===== src/ucms_defs.vh =====
// constants for the universal counter measurement sequencer
// assumes inclusion by ucms_top.v and by the test bench
`ifndef UCMS_DEFS_VH
`define UCMS_DEFS_VH
// ==========================================================
// register byte offsets
`define UCMS_OFF_CTRL 8'h00
`define UCMS_OFF_GATE 8'h04
`define UCMS_OFF_CMD 8'h08
`define UCMS_OFF_STATUS 8'h0c
`define UCMS_OFF_EVENTS 8'h10
`define UCMS_OFF_CYCLES 8'h14
// ==========================================================
// control field positions
`define UCMS_CTRL_FUNC_LO 0
`define UCMS_CTRL_FUNC_HI 2
`define UCMS_CTRL_SHARED 3
`define UCMS_CTRL_EXT_ARM 4
`define UCMS_CTRL_STOP_ARM_OFF 5
`define UCMS_CTRL_ONE_SHOT 6
`define UCMS_CTRL_AVG100 7
`define UCMS_CTRL_AUTOMATIC_TRIGGER_LEVEL 8
`define UCMS_CTRL_AUTO_ATTEN 9
`define UCMS_CTRL_SENSITIVITY_MODE 10
`define UCMS_CTRL_SLOPE_A 11
`define UCMS_CTRL_SLOPE_B 12
`define UCMS_CTRL_MASK 32'h00001fff
// ==========================================================
// function codes
`define UCMS_FN_FREQUENCY_FIRST_INPUT 3'h0
`define UCMS_FN_FREQUENCY_SECOND_INPUT 3'h1
`define UCMS_FN_FREQUENCY_THIRD_INPUT 3'h2
`define UCMS_FN_PERIOD_A 3'h3
`define UCMS_FN_TI 3'h4
// ==========================================================
// reset values: frequency on first input, auto trigger and auto attenuation on
`define UCMS_CTRL_RESET 32'h00000300
`define UCMS_GATE_RESET_MS 17'h0012c
// gate limits in milliseconds: 1 .. 99999
`define UCMS_GATE_MIN_MS 17'h00001
`define UCMS_GATE_MAX_MS 17'h1869f
// ==========================================================
// timing: clock rate and one millisecond
`define UCMS_CLK_HZ 250000000
`define UCMS_MS_PER_S 1000
`define UCMS_MS_CYCLES (`UCMS_CLK_HZ / `UCMS_MS_PER_S)
// averaging count for interval averaging
`define UCMS_AVG_COUNT 7'h64
`endif


===== src/ucms_top.v =====
// measurement sequencer of a three-input universal counter with axi4-lite registers
// assumes trigger inputs are digitised comparator levels synchronous to mclk
//
// Behaviour
// - gate interval 1 ms to 99.999 s
// - reset: frequency first input, 300 ms, autos on
// - without external arm, signal arms itself continuously
// - period mode averages whole periods within gate unless external arm also stops it
// - interval runs first-input start to second-input stop
// - shared input feeds both channels from first
// - channels a and b keep own slope settings
// - slope bit picks rising or falling edge
// - arming by gate and signal, or external
// - stop arming can fall back to gate
// - interval sets gate; setting sets spacing
// - one-shot: one measurement per reset command
// - hundred-gate averaging sums repeated intervals
// - counters wide enough for nine digits
// - frequency selectable on first, second, third input
`include "ucms_defs.vh"
`default_nettype none
module ucms_top #(
    parameter MS_CYCLES = `UCMS_MS_CYCLES, // cycles per millisecond
    parameter CW = 40 // result counter width
) (
    input wire mclk,
    input wire rst,
    input wire trig_a, // channel a comparator level
    input wire trig_b, // channel b comparator level
    input wire trig_c, // high-frequency channel level
    input wire ext_arm, // external arm level
    input wire [7:0] s_axi_awaddr,
    input wire s_axi_awvalid,
    output wire s_axi_awready,
    input wire [31:0] s_axi_wdata,
    input wire [3:0] s_axi_wstrb,
    input wire s_axi_wvalid,
    output wire s_axi_wready,
    output reg [1:0] s_axi_bresp,
    output reg s_axi_bvalid,
    input wire s_axi_bready,
    input wire [7:0] s_axi_araddr,
    input wire s_axi_arvalid,
    output wire s_axi_arready,
    output reg [31:0] s_axi_rdata,
    output reg [1:0] s_axi_rresp,
    output reg s_axi_rvalid,
    input wire s_axi_rready,
    output wire automatic_trigger_level,
    output wire automatic_attenuation,
    output wire sensitivity_mode,
    output reg result_strobe // one cycle when a result is published
);
    // ==========================================================
    // helpers
    // selected edge of a level, fall picks the falling edge
    function sel_edge(input cur, input prev, input fall);
        begin
            sel_edge = fall ? (prev & ~cur) : (cur & ~prev);
        end
    endfunction
    // byte-lane merge of a write into a word
    function [31:0] merge(input [31:0] old, input [31:0] wd, input [3:0] st);
        integer i;
        begin
            merge = old;
            for (i = 0; i < 4; i = i + 1)
                if (st[i])
                    merge[i*8 +: 8] = wd[i*8 +: 8];
        end
    endfunction
    // ==========================================================
    // state encoding, one-hot
    localparam [4:0] ST_IDLE = 5'h01; // one-shot waiting for command
    localparam [4:0] ST_ARM = 5'h02; // waiting for arming
    localparam [4:0] ST_WSTART = 5'h04; // waiting for start edge
    localparam [4:0] ST_MEAS = 5'h08; // gate open
    localparam [4:0] ST_HOLD = 5'h10; // spacing between intervals
    // ==========================================================
    // registers and state
    reg [31:0] ctrl_r; // control word
    reg [16:0] gate_ms_r; // gate interval in ms
    reg [CW-1:0] res_events_r; // published event or period count
    reg [CW-1:0] res_cycles_r; // published timebase cycles
    reg [15:0] res_seq_r; // result sequence number
    reg [4:0] state_r;
    reg [3:0] prev_r; // previous levels: arm, c, b, a
    reg [31:0] ms_div_r; // millisecond divider
    reg [16:0] ms_cnt_r; // elapsed ms since timer restart
    reg [CW-1:0] events_r; // edges counted in gate
    reg [CW-1:0] cycles_r; // cycles counted in gate
    reg [6:0] avg_n_r; // intervals taken in averaging
    reg aw_held_r; // write address taken
    reg w_held_r; // write data taken
    reg [7:0] aw_addr_r;
    reg [31:0] w_data_r;
    reg [3:0] w_strb_r;
    reg cmd_restart; // restart pulse from command write
    // ==========================================================
    // control decode
    wire [2:0] func = ctrl_r[`UCMS_CTRL_FUNC_HI:`UCMS_CTRL_FUNC_LO];
    wire is_ti = (func == `UCMS_FN_TI);
    wire is_per = (func == `UCMS_FN_PERIOD_A);
    wire shared = ctrl_r[`UCMS_CTRL_SHARED];
    wire ext_on = ctrl_r[`UCMS_CTRL_EXT_ARM];
    wire stop_gate = ctrl_r[`UCMS_CTRL_STOP_ARM_OFF]; // stop armed by gate
    wire one_shot = ctrl_r[`UCMS_CTRL_ONE_SHOT];
    wire avg100 = ctrl_r[`UCMS_CTRL_AVG100];
    assign automatic_trigger_level = ctrl_r[`UCMS_CTRL_AUTOMATIC_TRIGGER_LEVEL];
    assign automatic_attenuation = ctrl_r[`UCMS_CTRL_AUTO_ATTEN];
    assign sensitivity_mode = ctrl_r[`UCMS_CTRL_SENSITIVITY_MODE];
    // ==========================================================
    // channel routing and edge detection
    wire chan_b = shared ? trig_a : trig_b;
    wire [3:0] lvl = {ext_arm, trig_c, chan_b, trig_a};
    // each channel keeps its own slope bit in both routings
    wire edge_a = sel_edge(trig_a, prev_r[0], ctrl_r[`UCMS_CTRL_SLOPE_A]);
    wire edge_b = sel_edge(chan_b, prev_r[1], ctrl_r[`UCMS_CTRL_SLOPE_B]);
    wire edge_c = sel_edge(trig_c, prev_r[2], 1'b0);
    wire arm_edge = sel_edge(ext_arm, prev_r[3], 1'b0);
    // measured channel for frequency and period
    wire meas_edge = (func == `UCMS_FN_FREQUENCY_SECOND_INPUT) ? edge_b : (func == `UCMS_FN_FREQUENCY_THIRD_INPUT) ? edge_c : edge_a;
    wire gate_done = (ms_cnt_r >= gate_ms_r);
    // ==========================================================
    // level history, loaded in reset too so no false edge follows it
    always @(posedge mclk)
        prev_r <= lvl;
    // ==========================================================
    // axi4-lite write channel
    assign s_axi_awready = ~aw_held_r & ~s_axi_bvalid;
    assign s_axi_wready = ~w_held_r & ~s_axi_bvalid;
    wire aw_fire = s_axi_awvalid & s_axi_awready;
    wire w_fire = s_axi_wvalid & s_axi_wready;
    wire aw_have = aw_held_r | aw_fire;
    wire w_have = w_held_r | w_fire;
    wire [7:0] wa = aw_held_r ? aw_addr_r : s_axi_awaddr;
    wire [31:0] wd = w_held_r ? w_data_r : s_axi_wdata;
    wire [3:0] ws = w_held_r ? w_strb_r : s_axi_wstrb;
    wire do_write = aw_have & w_have & ~s_axi_bvalid;
    wire [31:0] gate_merged = merge({15'h0000, gate_ms_r}, wd, ws);
    // address and data may arrive in either order
    always @(posedge mclk)
    begin
        if (rst)
        begin
            aw_held_r <= 1'b0;
            w_held_r <= 1'b0;
            s_axi_bvalid <= 1'b0;
            s_axi_bresp <= 2'h0;
            ctrl_r <= `UCMS_CTRL_RESET;
            gate_ms_r <= `UCMS_GATE_RESET_MS;
            cmd_restart <= 1'b0;
        end
        else
        begin
            cmd_restart <= 1'b0;
            if (aw_fire)
                aw_addr_r <= s_axi_awaddr;
            if (w_fire)
            begin
                w_data_r <= s_axi_wdata;
                w_strb_r <= s_axi_wstrb;
            end
            if (do_write)
            begin
                aw_held_r <= 1'b0;
                w_held_r <= 1'b0;
                s_axi_bvalid <= 1'b1;
                s_axi_bresp <= 2'h0;
                case ({wa[7:2], 2'h0})
                    `UCMS_OFF_CTRL: ctrl_r <= merge(ctrl_r, wd, ws) & `UCMS_CTRL_MASK;
                    `UCMS_OFF_GATE:
                    begin
                        // clamp to the 1 ms .. 99.999 s range
                        if (gate_merged[31:17] != 15'h0000 || gate_merged[16:0] > `UCMS_GATE_MAX_MS)
                            gate_ms_r <= `UCMS_GATE_MAX_MS;
                        else if (gate_merged[16:0] < `UCMS_GATE_MIN_MS)
                            gate_ms_r <= `UCMS_GATE_MIN_MS;
                        else
                            gate_ms_r <= gate_merged[16:0];
                    end
                    `UCMS_OFF_CMD: cmd_restart <= ws[0] & wd[0];
                    `UCMS_OFF_STATUS, `UCMS_OFF_EVENTS, `UCMS_OFF_CYCLES: ;
                    default: s_axi_bresp <= 2'h2; // unmapped: slave error
                endcase
            end
            else
            begin
                if (aw_fire)
                    aw_held_r <= 1'b1;
                if (w_fire)
                    w_held_r <= 1'b1;
                if (s_axi_bvalid & s_axi_bready)
                    s_axi_bvalid <= 1'b0;
            end
        end
    end
    // ==========================================================
    // axi4-lite read channel, answer one cycle after address
    assign s_axi_arready = ~s_axi_rvalid;
    always @(posedge mclk)
    begin
        if (rst)
        begin
            s_axi_rvalid <= 1'b0;
            s_axi_rdata <= 32'h00000000;
            s_axi_rresp <= 2'h0;
        end
        else if (s_axi_arvalid & s_axi_arready)
        begin
            s_axi_rvalid <= 1'b1;
            s_axi_rresp <= 2'h0;
            s_axi_rdata <= 32'h00000000;
            case ({s_axi_araddr[7:2], 2'h0})
                `UCMS_OFF_CTRL: s_axi_rdata <= ctrl_r;
                `UCMS_OFF_GATE: s_axi_rdata <= {15'h0000, gate_ms_r};
                `UCMS_OFF_CMD: ;
                `UCMS_OFF_STATUS: s_axi_rdata <= {res_seq_r, 4'h0, avg_n_r, state_r};
                `UCMS_OFF_EVENTS: s_axi_rdata <= res_events_r[31:0];
                `UCMS_OFF_CYCLES: s_axi_rdata <= res_cycles_r[31:0];
                default: s_axi_rresp <= 2'h2; // unmapped: slave error
            endcase
        end
        else if (s_axi_rready)
            s_axi_rvalid <= 1'b0;
    end
    // ==========================================================
    // measurement sequencer
    // gate timer counts whole ms from its own restart so spacing is exact
    wire timer_restart = (state_r == ST_WSTART) | (state_r == ST_ARM);
    always @(posedge mclk)
    begin
        if (rst || timer_restart)
        begin
            ms_div_r <= 32'h00000000;
            ms_cnt_r <= 17'h00000;
        end
        else if (ms_div_r == MS_CYCLES - 1)
        begin
            ms_div_r <= 32'h00000000;
            if (!gate_done)
                ms_cnt_r <= ms_cnt_r + 17'h00001;
        end
        else
            ms_div_r <= ms_div_r + 32'h00000001;
    end
    // close condition of an open gate
    wire close = is_ti ? edge_b :
                 (ext_on && !stop_gate) ? arm_edge :
                 is_per ? (gate_done & meas_edge) :
                 gate_done;
    // sequencing: arm, start, measure, publish, space
    always @(posedge mclk)
    begin
        if (rst)
        begin
            state_r <= ST_ARM;
            events_r <= {CW{1'b0}};
            cycles_r <= {CW{1'b0}};
            avg_n_r <= 7'h00;
            res_events_r <= {CW{1'b0}};
            res_cycles_r <= {CW{1'b0}};
            res_seq_r <= 16'h0000;
            result_strobe <= 1'b0;
        end
        else
        begin
            result_strobe <= 1'b0;
            if (cmd_restart)
            begin
                // reset command: clear and take a fresh measurement
                state_r <= ST_ARM;
                avg_n_r <= 7'h00;
                events_r <= {CW{1'b0}};
                cycles_r <= {CW{1'b0}};
            end
            else
            begin
                case (state_r)
                    ST_IDLE:
                        if (!one_shot)
                            state_r <= ST_ARM;
                    ST_ARM:
                        // self arm immediately, or wait for arm input
                        if (!ext_on || arm_edge)
                            state_r <= ST_WSTART;
                    ST_WSTART:
                        if ((is_ti && edge_a) || (!is_ti && meas_edge))
                        begin
                            state_r <= ST_MEAS;
                            if (!(is_ti && avg100 && avg_n_r != 7'h00))
                                cycles_r <= {CW{1'b0}};
                            events_r <= {CW{1'b0}};
                        end
                    ST_MEAS:
                    begin
                        // count cycles and edges while the gate is open
                        cycles_r <= cycles_r + {{(CW-1){1'b0}}, 1'b1};
                        if ((!is_ti && meas_edge && !close) || (is_per && close))
                            events_r <= events_r + {{(CW-1){1'b0}}, 1'b1};
                        if (close)
                        begin
                            if (is_ti && avg100 && avg_n_r != `UCMS_AVG_COUNT - 7'h01)
                            begin
                                avg_n_r <= avg_n_r + 7'h01;
                                state_r <= ST_WSTART;
                            end
                            else
                            begin
                                res_cycles_r <= (is_ti || is_per) ? cycles_r + {{(CW-1){1'b0}}, 1'b1}
                                                                  : cycles_r;
                                res_events_r <= is_ti ? (avg100 ? {{(CW-7){1'b0}}, `UCMS_AVG_COUNT}
                                                                : {{(CW-1){1'b0}}, 1'b1})
                                                      : (is_per ? events_r + {{(CW-1){1'b0}}, 1'b1}
                                                                : events_r);
                                res_seq_r <= res_seq_r + 16'h0001;
                                result_strobe <= 1'b1;
                                avg_n_r <= 7'h00;
                                if (one_shot)
                                    state_r <= ST_IDLE;
                                else if (is_ti)
                                    state_r <= ST_HOLD;
                                else
                                    state_r <= ST_ARM;
                            end
                        end
                    end
                    ST_HOLD:
                        // gate setting only spaces successive intervals
                        if (gate_done)
                            state_r <= ST_ARM;
                    default: state_r <= ST_ARM;
                endcase
            end
        end
    end
endmodule // ucms_top
`default_nettype wire


===== config.mk =====
export PLATFORM = sky130hd
export DESIGN_NAME = ucms_top
export DESIGN_NICKNAME = d
export VERILOG_FILES = /design/src/ucms_top.v
export VERILOG_INCLUDE_DIRS = /design/src
export SDC_FILE = /design/constraint.sdc
export NUM_CORES = 1
export LEC_CHECK = 0
export BUFFER_PORTS_ARGS = -buffer_cell sky130_fd_sc_hd__buf_2
export CORE_MARGIN = 3
export CORE_UTILIZATION = 45
export DETAILED_ROUTE_END_ITERATION = 10
export GPL_TIMING_DRIVEN = 1
export PLACE_DENSITY = 0.7
export SKIP_CTS_REPAIR_TIMING = 1
export SYNTH_ARGS = -nofsm -noshare
export SYNTH_HDL_FRONTEND = slang
export SYNTH_SLANG_ARGS = --single-unit
export TNS_END_PERCENT = 20

===== constraint.sdc =====
create_clock -name mclk -period 4.1 [get_ports mclk]
set_input_delay 0 -clock mclk [delete_from_list [all_inputs] [get_ports mclk]]
set_output_delay 0 -clock mclk [all_outputs]
set_load 0.01 [all_outputs]

---- Word level (Yosys, flattened, before mapping) ----
Index checks and enable logic that the tools add are counted.
word-level totals
  register bits ........................... 341
  input bits .............................. 63
  output and inout bits ................... 45
  logic and storage cells ................. 187
cells by class
  add/subtract/negate cells ............... 6
  magnitude comparators ................... 3
  equality and inequality tests ........... 28
  mux-type cells .......................... 45
  bitwise operators ....................... 37
  reductions and logical operators ........ 43
operator list
  cell                   number
  $mux 40                4
  $pmux 32 s5            1
  $pmux 40 s2            2
  $mux 32                4
  $add 40x1->40 const B  2
  $mux 5                 8
  $mux 8                 5
  $mux 17                2
  $add 32x1->32 const B  1
  $eq 32x18->1 const B   1
  $pmux 5 s5             1
  $eq 6x2->1 const B     4
  $eq 6x3->1 const B     4
  $not 1->1              18
  $add 17x1->17 const B  1
  $ge 17x17->1           1
  $gt 17x17->1 const B   1
  $lt 17x1->1 const B    1
  $add 16x1->16 const B  1
  $and 1x1->1            16
  $reduce_bool 15->1     1
  $mux 7                 2
  $mux 1                 13
  $eq 6x1->1 const B     2
  29 further kinds       66

---- Depth between registers and ports, before layout ----
  depth after elaboration ................. 14
  gate-level depth with buffers ........... 13
  gate-level depth less buffers ........... 10

---- Worst setup path before layout ----
OpenSTA, ideal clock, no wires.
  path type ............................... reg2reg
  start point ............................. register w_held_r
  end point ............................... register w_data_r[0], enable pin
  library setup time ...................... 429 ps
  data arrival time ....................... 2759 ps
  data required time ...................... 3671 ps
  setup slack ............................. 912 ps
  cell stages (with the launch flop) ...... 7
  path buffers ............................ 3
  period minus slack after synthesis ...... 3188 ps
  cells stage by stage .................... dfxtp_1 -> buf_4 -> buf_2 -> buf_2 -> nor2_1 -> nand2_1 -> nor2_1
on the way
  cells in the longest elaborated chain, start to end .. 4
ends and longest elaborated chain
  what                        line            RTL
  from (decl)                 ucms_top.v:94   reg w_held_r;
  from (signal assigned)      ucms_top.v:147  w_held_r <= 1'b0;
  from (signal assigned)      ucms_top.v:167  w_held_r <= 1'b0;
  from (signal assigned)      ucms_top.v:192  w_held_r <= 1'b1;
  $not 1->1                   ucms_top.v:131  assign s_axi_wready = ~w_held_r & ~s_axi_bvalid;
  $and 1x1->1                 ucms_top.v:131
  named net s_axi_wready      ucms_top.v:38   output wire s_axi_wready,
  $and 1x1->1                 ucms_top.v:133  wire w_fire = s_axi_wvalid & s_axi_wready;
  $reduce_and 2->1 (no line)  n/a
  to (signal assigned)        ucms_top.v:161  w_data_r <= s_axi_wdata;
  to (decl)                   ucms_top.v:96   reg [31:0] w_data_r;
The timed path passes the listed nets, and every way through them passes these cells.
A chain may end at the register's enable or synchronous reset.

---- Worst setup path in the final report ----
  start point ............................. register gate_ms_r[16]
  end point ............................... register events_r[29]
on the way
  cells in the longest elaborated chain, start to end .. 10
  elaborated cells between the ends (all ways) .. 11
  those cells by class .................... order compare: 1; eq/ne: 1; mux: 3; bitwise: 1; reduce/logical: 5
ends and longest elaborated chain
  what                          line            RTL
  from (decl)                   ucms_top.v:82   reg [16:0] gate_ms_r;
  from (signal assigned)        ucms_top.v:151  gate_ms_r <= `UCMS_GATE_RESET_MS;
  from (signal assigned)        ucms_top.v:176  gate_ms_r <= `UCMS_GATE_MAX_MS;
  from (signal assigned)        ucms_top.v:178  gate_ms_r <= `UCMS_GATE_MIN_MS;
  $ge 17x17->1 *                ucms_top.v:123  wire gate_done = (ms_cnt_r >= gate_ms_r);
  $and 1x1->1                   ucms_top.v:250  is_per ? (gate_done & meas_edge) :
  $mux 1 *                      ucms_top.v:250
  $mux 1 *                      ucms_top.v:249  (ext_on && !stop_gate) ? arm_edge :
  $mux 1 *                      ucms_top.v:248  wire close = is_ti ? edge_b :
  $logic_not 1->1               ucms_top.v:299  if ((!is_ti && meas_edge && !close) || (is_per && close))
  $logic_and 1x1->1             ucms_top.v:299
  $logic_or 1x1->1 *            ucms_top.v:299
  $ne 2x2->1 (no line) *        n/a
  $reduce_and 3->1 (no line) *  n/a
  to (signal assigned)          ucms_top.v:274  events_r <= {CW{1'b0}};
  to (signal assigned)          ucms_top.v:293  events_r <= {CW{1'b0}};
  to (signal assigned)          ucms_top.v:300  events_r <= events_r + {{(CW-1){1'b0}}, 1'b1};
  to (decl)                     ucms_top.v:90   reg [CW-1:0] events_r;
Every way passes the cells marked *; elsewhere a longest branch is shown, timed or not.

==> metrics.txt <==
most frequent standard cell in the layout excluding fill and tap cells dfxtp_1; aggregate routed wire length 42.9 mm; Net Sw Power 1.73 mW; Achievable Freq 288 MHz; kind of capture point of the worst setup path flip-flop; Combinational Power Share 0.094; setup-violating endpoint count in the final report 0; Die Span X 195 um; synth unique cells 79; busiest layer in global routing met2; setup repair after global routing missed its margin no; Row Count 68; Starting Density 0.460; worst-skew pair later-pin latency 530 ps; delay of the slowest cell on the worst path 960 ps; startpoint class of the critical path flip-flop; placement-stage worst setup slack 710 ps; Clock Pin Slew Worst Setup and Hold Paths 60 ps; shortest clock period the worst path allows after layout 3470 ps; Worst R2R Setup Slack 630 ps; fraction of met2 tracks used by global routing 0.329; global-route usage over all layers 0.216; share of layout cells above drive strength 1 0.109; Peak supply drop 0.383 mV; average wire per cell in the routed design 17.4 um; launch point of the worst hold path rst; Area Overhead vs Synth 14.5%; ys async rst share 0; Routed Antenna Nets 0; minimum setup slack in the final design 631 ps; Avg Inst Size Synth 8.45 um2; classification of the worst-slack hold path input port to flip-flop; mean number of vias per cell 5.89; summed instance area of the synthesized netlist 16,000 um2; Die Span Y 195 um; cell internal power dissipation 5.16 mW; Clock Tree Root clkbuf_16; worst relative slew slack 0.195; number of buffers created by CTS 35; cell type contributing the most total cell area after synthesis dfxtp_1; maximum number of pins on one net before global-route repair 103; number of max-slew violations in the final report 0; port buffer count 101; combined area of the multi-input logic cells 8530 um2; global-route track usage on met3 0.0508; Fin Clk Skew 14.4 ps; Final Hold Viols 0; share of power burned in registers 0.479; static leakage power 6.28 nW; setup tns final 0 ps; via count of the first global-routing pass 13.1k; commonest cells after routing, fill and taps aside 279 x dfxtp_1, 275 x nor2_1, 168 x nand2_1; Switching Fraction 0.251; CTS tree built; estimated wirelength of the detail-placed design 29.1 mm; number of maximum-capacitance constraint violations 0; First DRT Iteration DRCs 1,235; # nets final 2,071; sink count of the clock tree 321; power per cell area 376 nW/um2; outcome finished clean; CP Data Required Time 4550 ps; share of the synthesized area in the top cell type 0.349; share of the yosys chip area belonging to registers 0.428; highest-delay cell along the critical path o22ai_2; total overflow reported by the global router 0; wire length of the first global-routing pass 68.3 mm; ordered cell list for the critical path inv_1 > ha_1 > and4_1 > nand2_1 > o311a_2 > a21o_1 > o22ai_2 > a41oi_1 > a31oi_1; kind of critical path flip-flop to flip-flop; number of enable flip-flop cells after synthesis 42; largest cells by area after synthesis dfxtp_1 35%, edfxtp_1 7.9%, nor2_1 6.5%, nand2_1 3.9%, o21ai_0 3.5%; deepest clock path buffer count 3; Antenna Cells 0; number of filler instances in the final layout 3,193; worst slew pin tran 1210 ps; part of the cycle the worst path needs 0.846; last weighted congestion value of the routability-driven placer 0.939; post-route design area 18,300 um2; highest net fanout along the worst path 25; Top FF cell, synth dfxtp_1; Reg-to-Reg Start gate_ms_r[16]$_SDFFE_PP0P_; final routed DRC violation total 0; flip-flop and latch count after synthesis 321; post-synthesis cell count 1,894; Worst EP arrival 3920 ps; CTS H-tree lvls 2; Yosys warning count 0; detailed-route via count 14.5k; share of total power in the clock network 0.427; launching element of the worst setup path gate_ms_r[16]$_SDFFE_PP0P_; Core Footprint 34,800 um2; area taken by flip-flops and latches 6850 um2; number of antenna violations at the first check in global routing 0; total I/O pin count 108; routing usage on met1 0.304; die footprint 37,900 um2; DP Area 16,800 um2; iteration count of the initial detailed-routing pass 6
[power by group through the flow]
stage	sequential (mW)	clock, mW	combinational [mW]
after global routing	3.30	3.13	0.706
after detailed placement	3.36	0	0.599
after global placement	3.36	0	0.589
after CTS	3.30	3.01	0.602
final	3.30	2.94	0.648
after floorplan	3.36	0	0.419
[Yosys cell counts, drive strengths merged, types with 4 or more instances]
library cell  instances
and4                  9
mux2i                41
nand3b                8
a21oi               106
edfxtp               42
a211o                 5
or3                  23
inv                  37
a22oi                25
nor3b                 7
xor2                 44
a221oi               26
and3                 42
nor3                 76
mux4                 12
nor2                277
clkbuf               88
nand3                71
o31ai                 5
a31oi                38
nand2b               12
nor4                 20
o22ai                 4
a311oi                5
and2                 18
ha                   24
o21a                  4
xnor2                39
nand2               168
nor4b                 6
nand4                34
mux2                  8
buf                  32
o21ai               113
o311ai                8
or4                   9
or2                   7
o211ai                5
nor2b                10
a221o                 5
a21o                 16
dfxtp               279
a211oi               59
[metrics by stage]
stage	std cells	total power, mW	util	hold slack, ps
after detailed placement	2350	3.96	0.481	130
after global placement	2350	3.95	0.481	122
after floorplan	1895	3.78	-	27.7
after global routing	2462	7.14	0.526	40.5
final	2462	6.88	0.526	37.0
after CTS	2410	6.90	0.512	-430
[final cells by class]
type                       instances  area share
inverter                          38     0.00779
timing repair buffer             172      0.0646
sequential                       321       0.374
tap                              455      0.0311
clock inverter                     9     0.00266
clock buffer                      51      0.0544
multi-input combinational       1416       0.466
[worst paths after layout]
check,cells past startpoint,endpoint
max,9,events_r[29]$_SDFFE_PP0P_
min,2,s_axi_rdata[14]$_SDFFE_PP0P_
max reg2reg,9,events_r[29]$_SDFFE_PP0P_
min reg2reg,2,res_events_r[13]$_SDFFE_PP0P_
[worst max-delay path: cells and delay by family, from the launching register on]
| family | cells | cell delay, ps |
|---|---|---|
| and+or+nand+nor | 2 | 350 |
| AOI/OAI and AO/OA | 5 | 2140 |
| buffers and inverters | 1 | 150 |
| adders and majority gates | 1 | 310 |
| DFF | 1 | 430 |
[cell families after synthesis]
| kind of cell | after synthesis | share of synthesized area |
|---|---|---|
| other | 1 | 0.000234 |
| flip-flops | 321 | 0.428 |
| AND/OR/NAND/NOR | 801 | 0.240 |
| XOR/XNOR | 83 | 0.0454 |
| adder cells (fa/ha/maj) | 24 | 0.0188 |
| AO/OA/AOI/OAI | 445 | 0.180 |
| buffers and inverters | 158 | 0.0400 |
| multiplexers | 61 | 0.0482 |
[per-layer routing]
| metal | vias to the layer above | part of all wire |
|---|---|---|
| met1 | 6833 | 0.44 |
| met2 | 525 | 0.45 |
| met3 | 82 | 0.082 |
| met4 | 0 | 0.028 |
| li1 | 7063 | - |
| met5 | - | 0 |
[flip-flops by register name, summed over array words and instances, names as in the netlist, 17 cells and up]
register	cells
s_axi_rdata	32
res_events_r	32
ms_cnt_r	17
ms_div_r	32
res_cycles_r	32
cycles_r	32
events_r	32
w_data_r	32
gate_ms_r	17
Note: power is estimated with default switching activity, not from simulation.
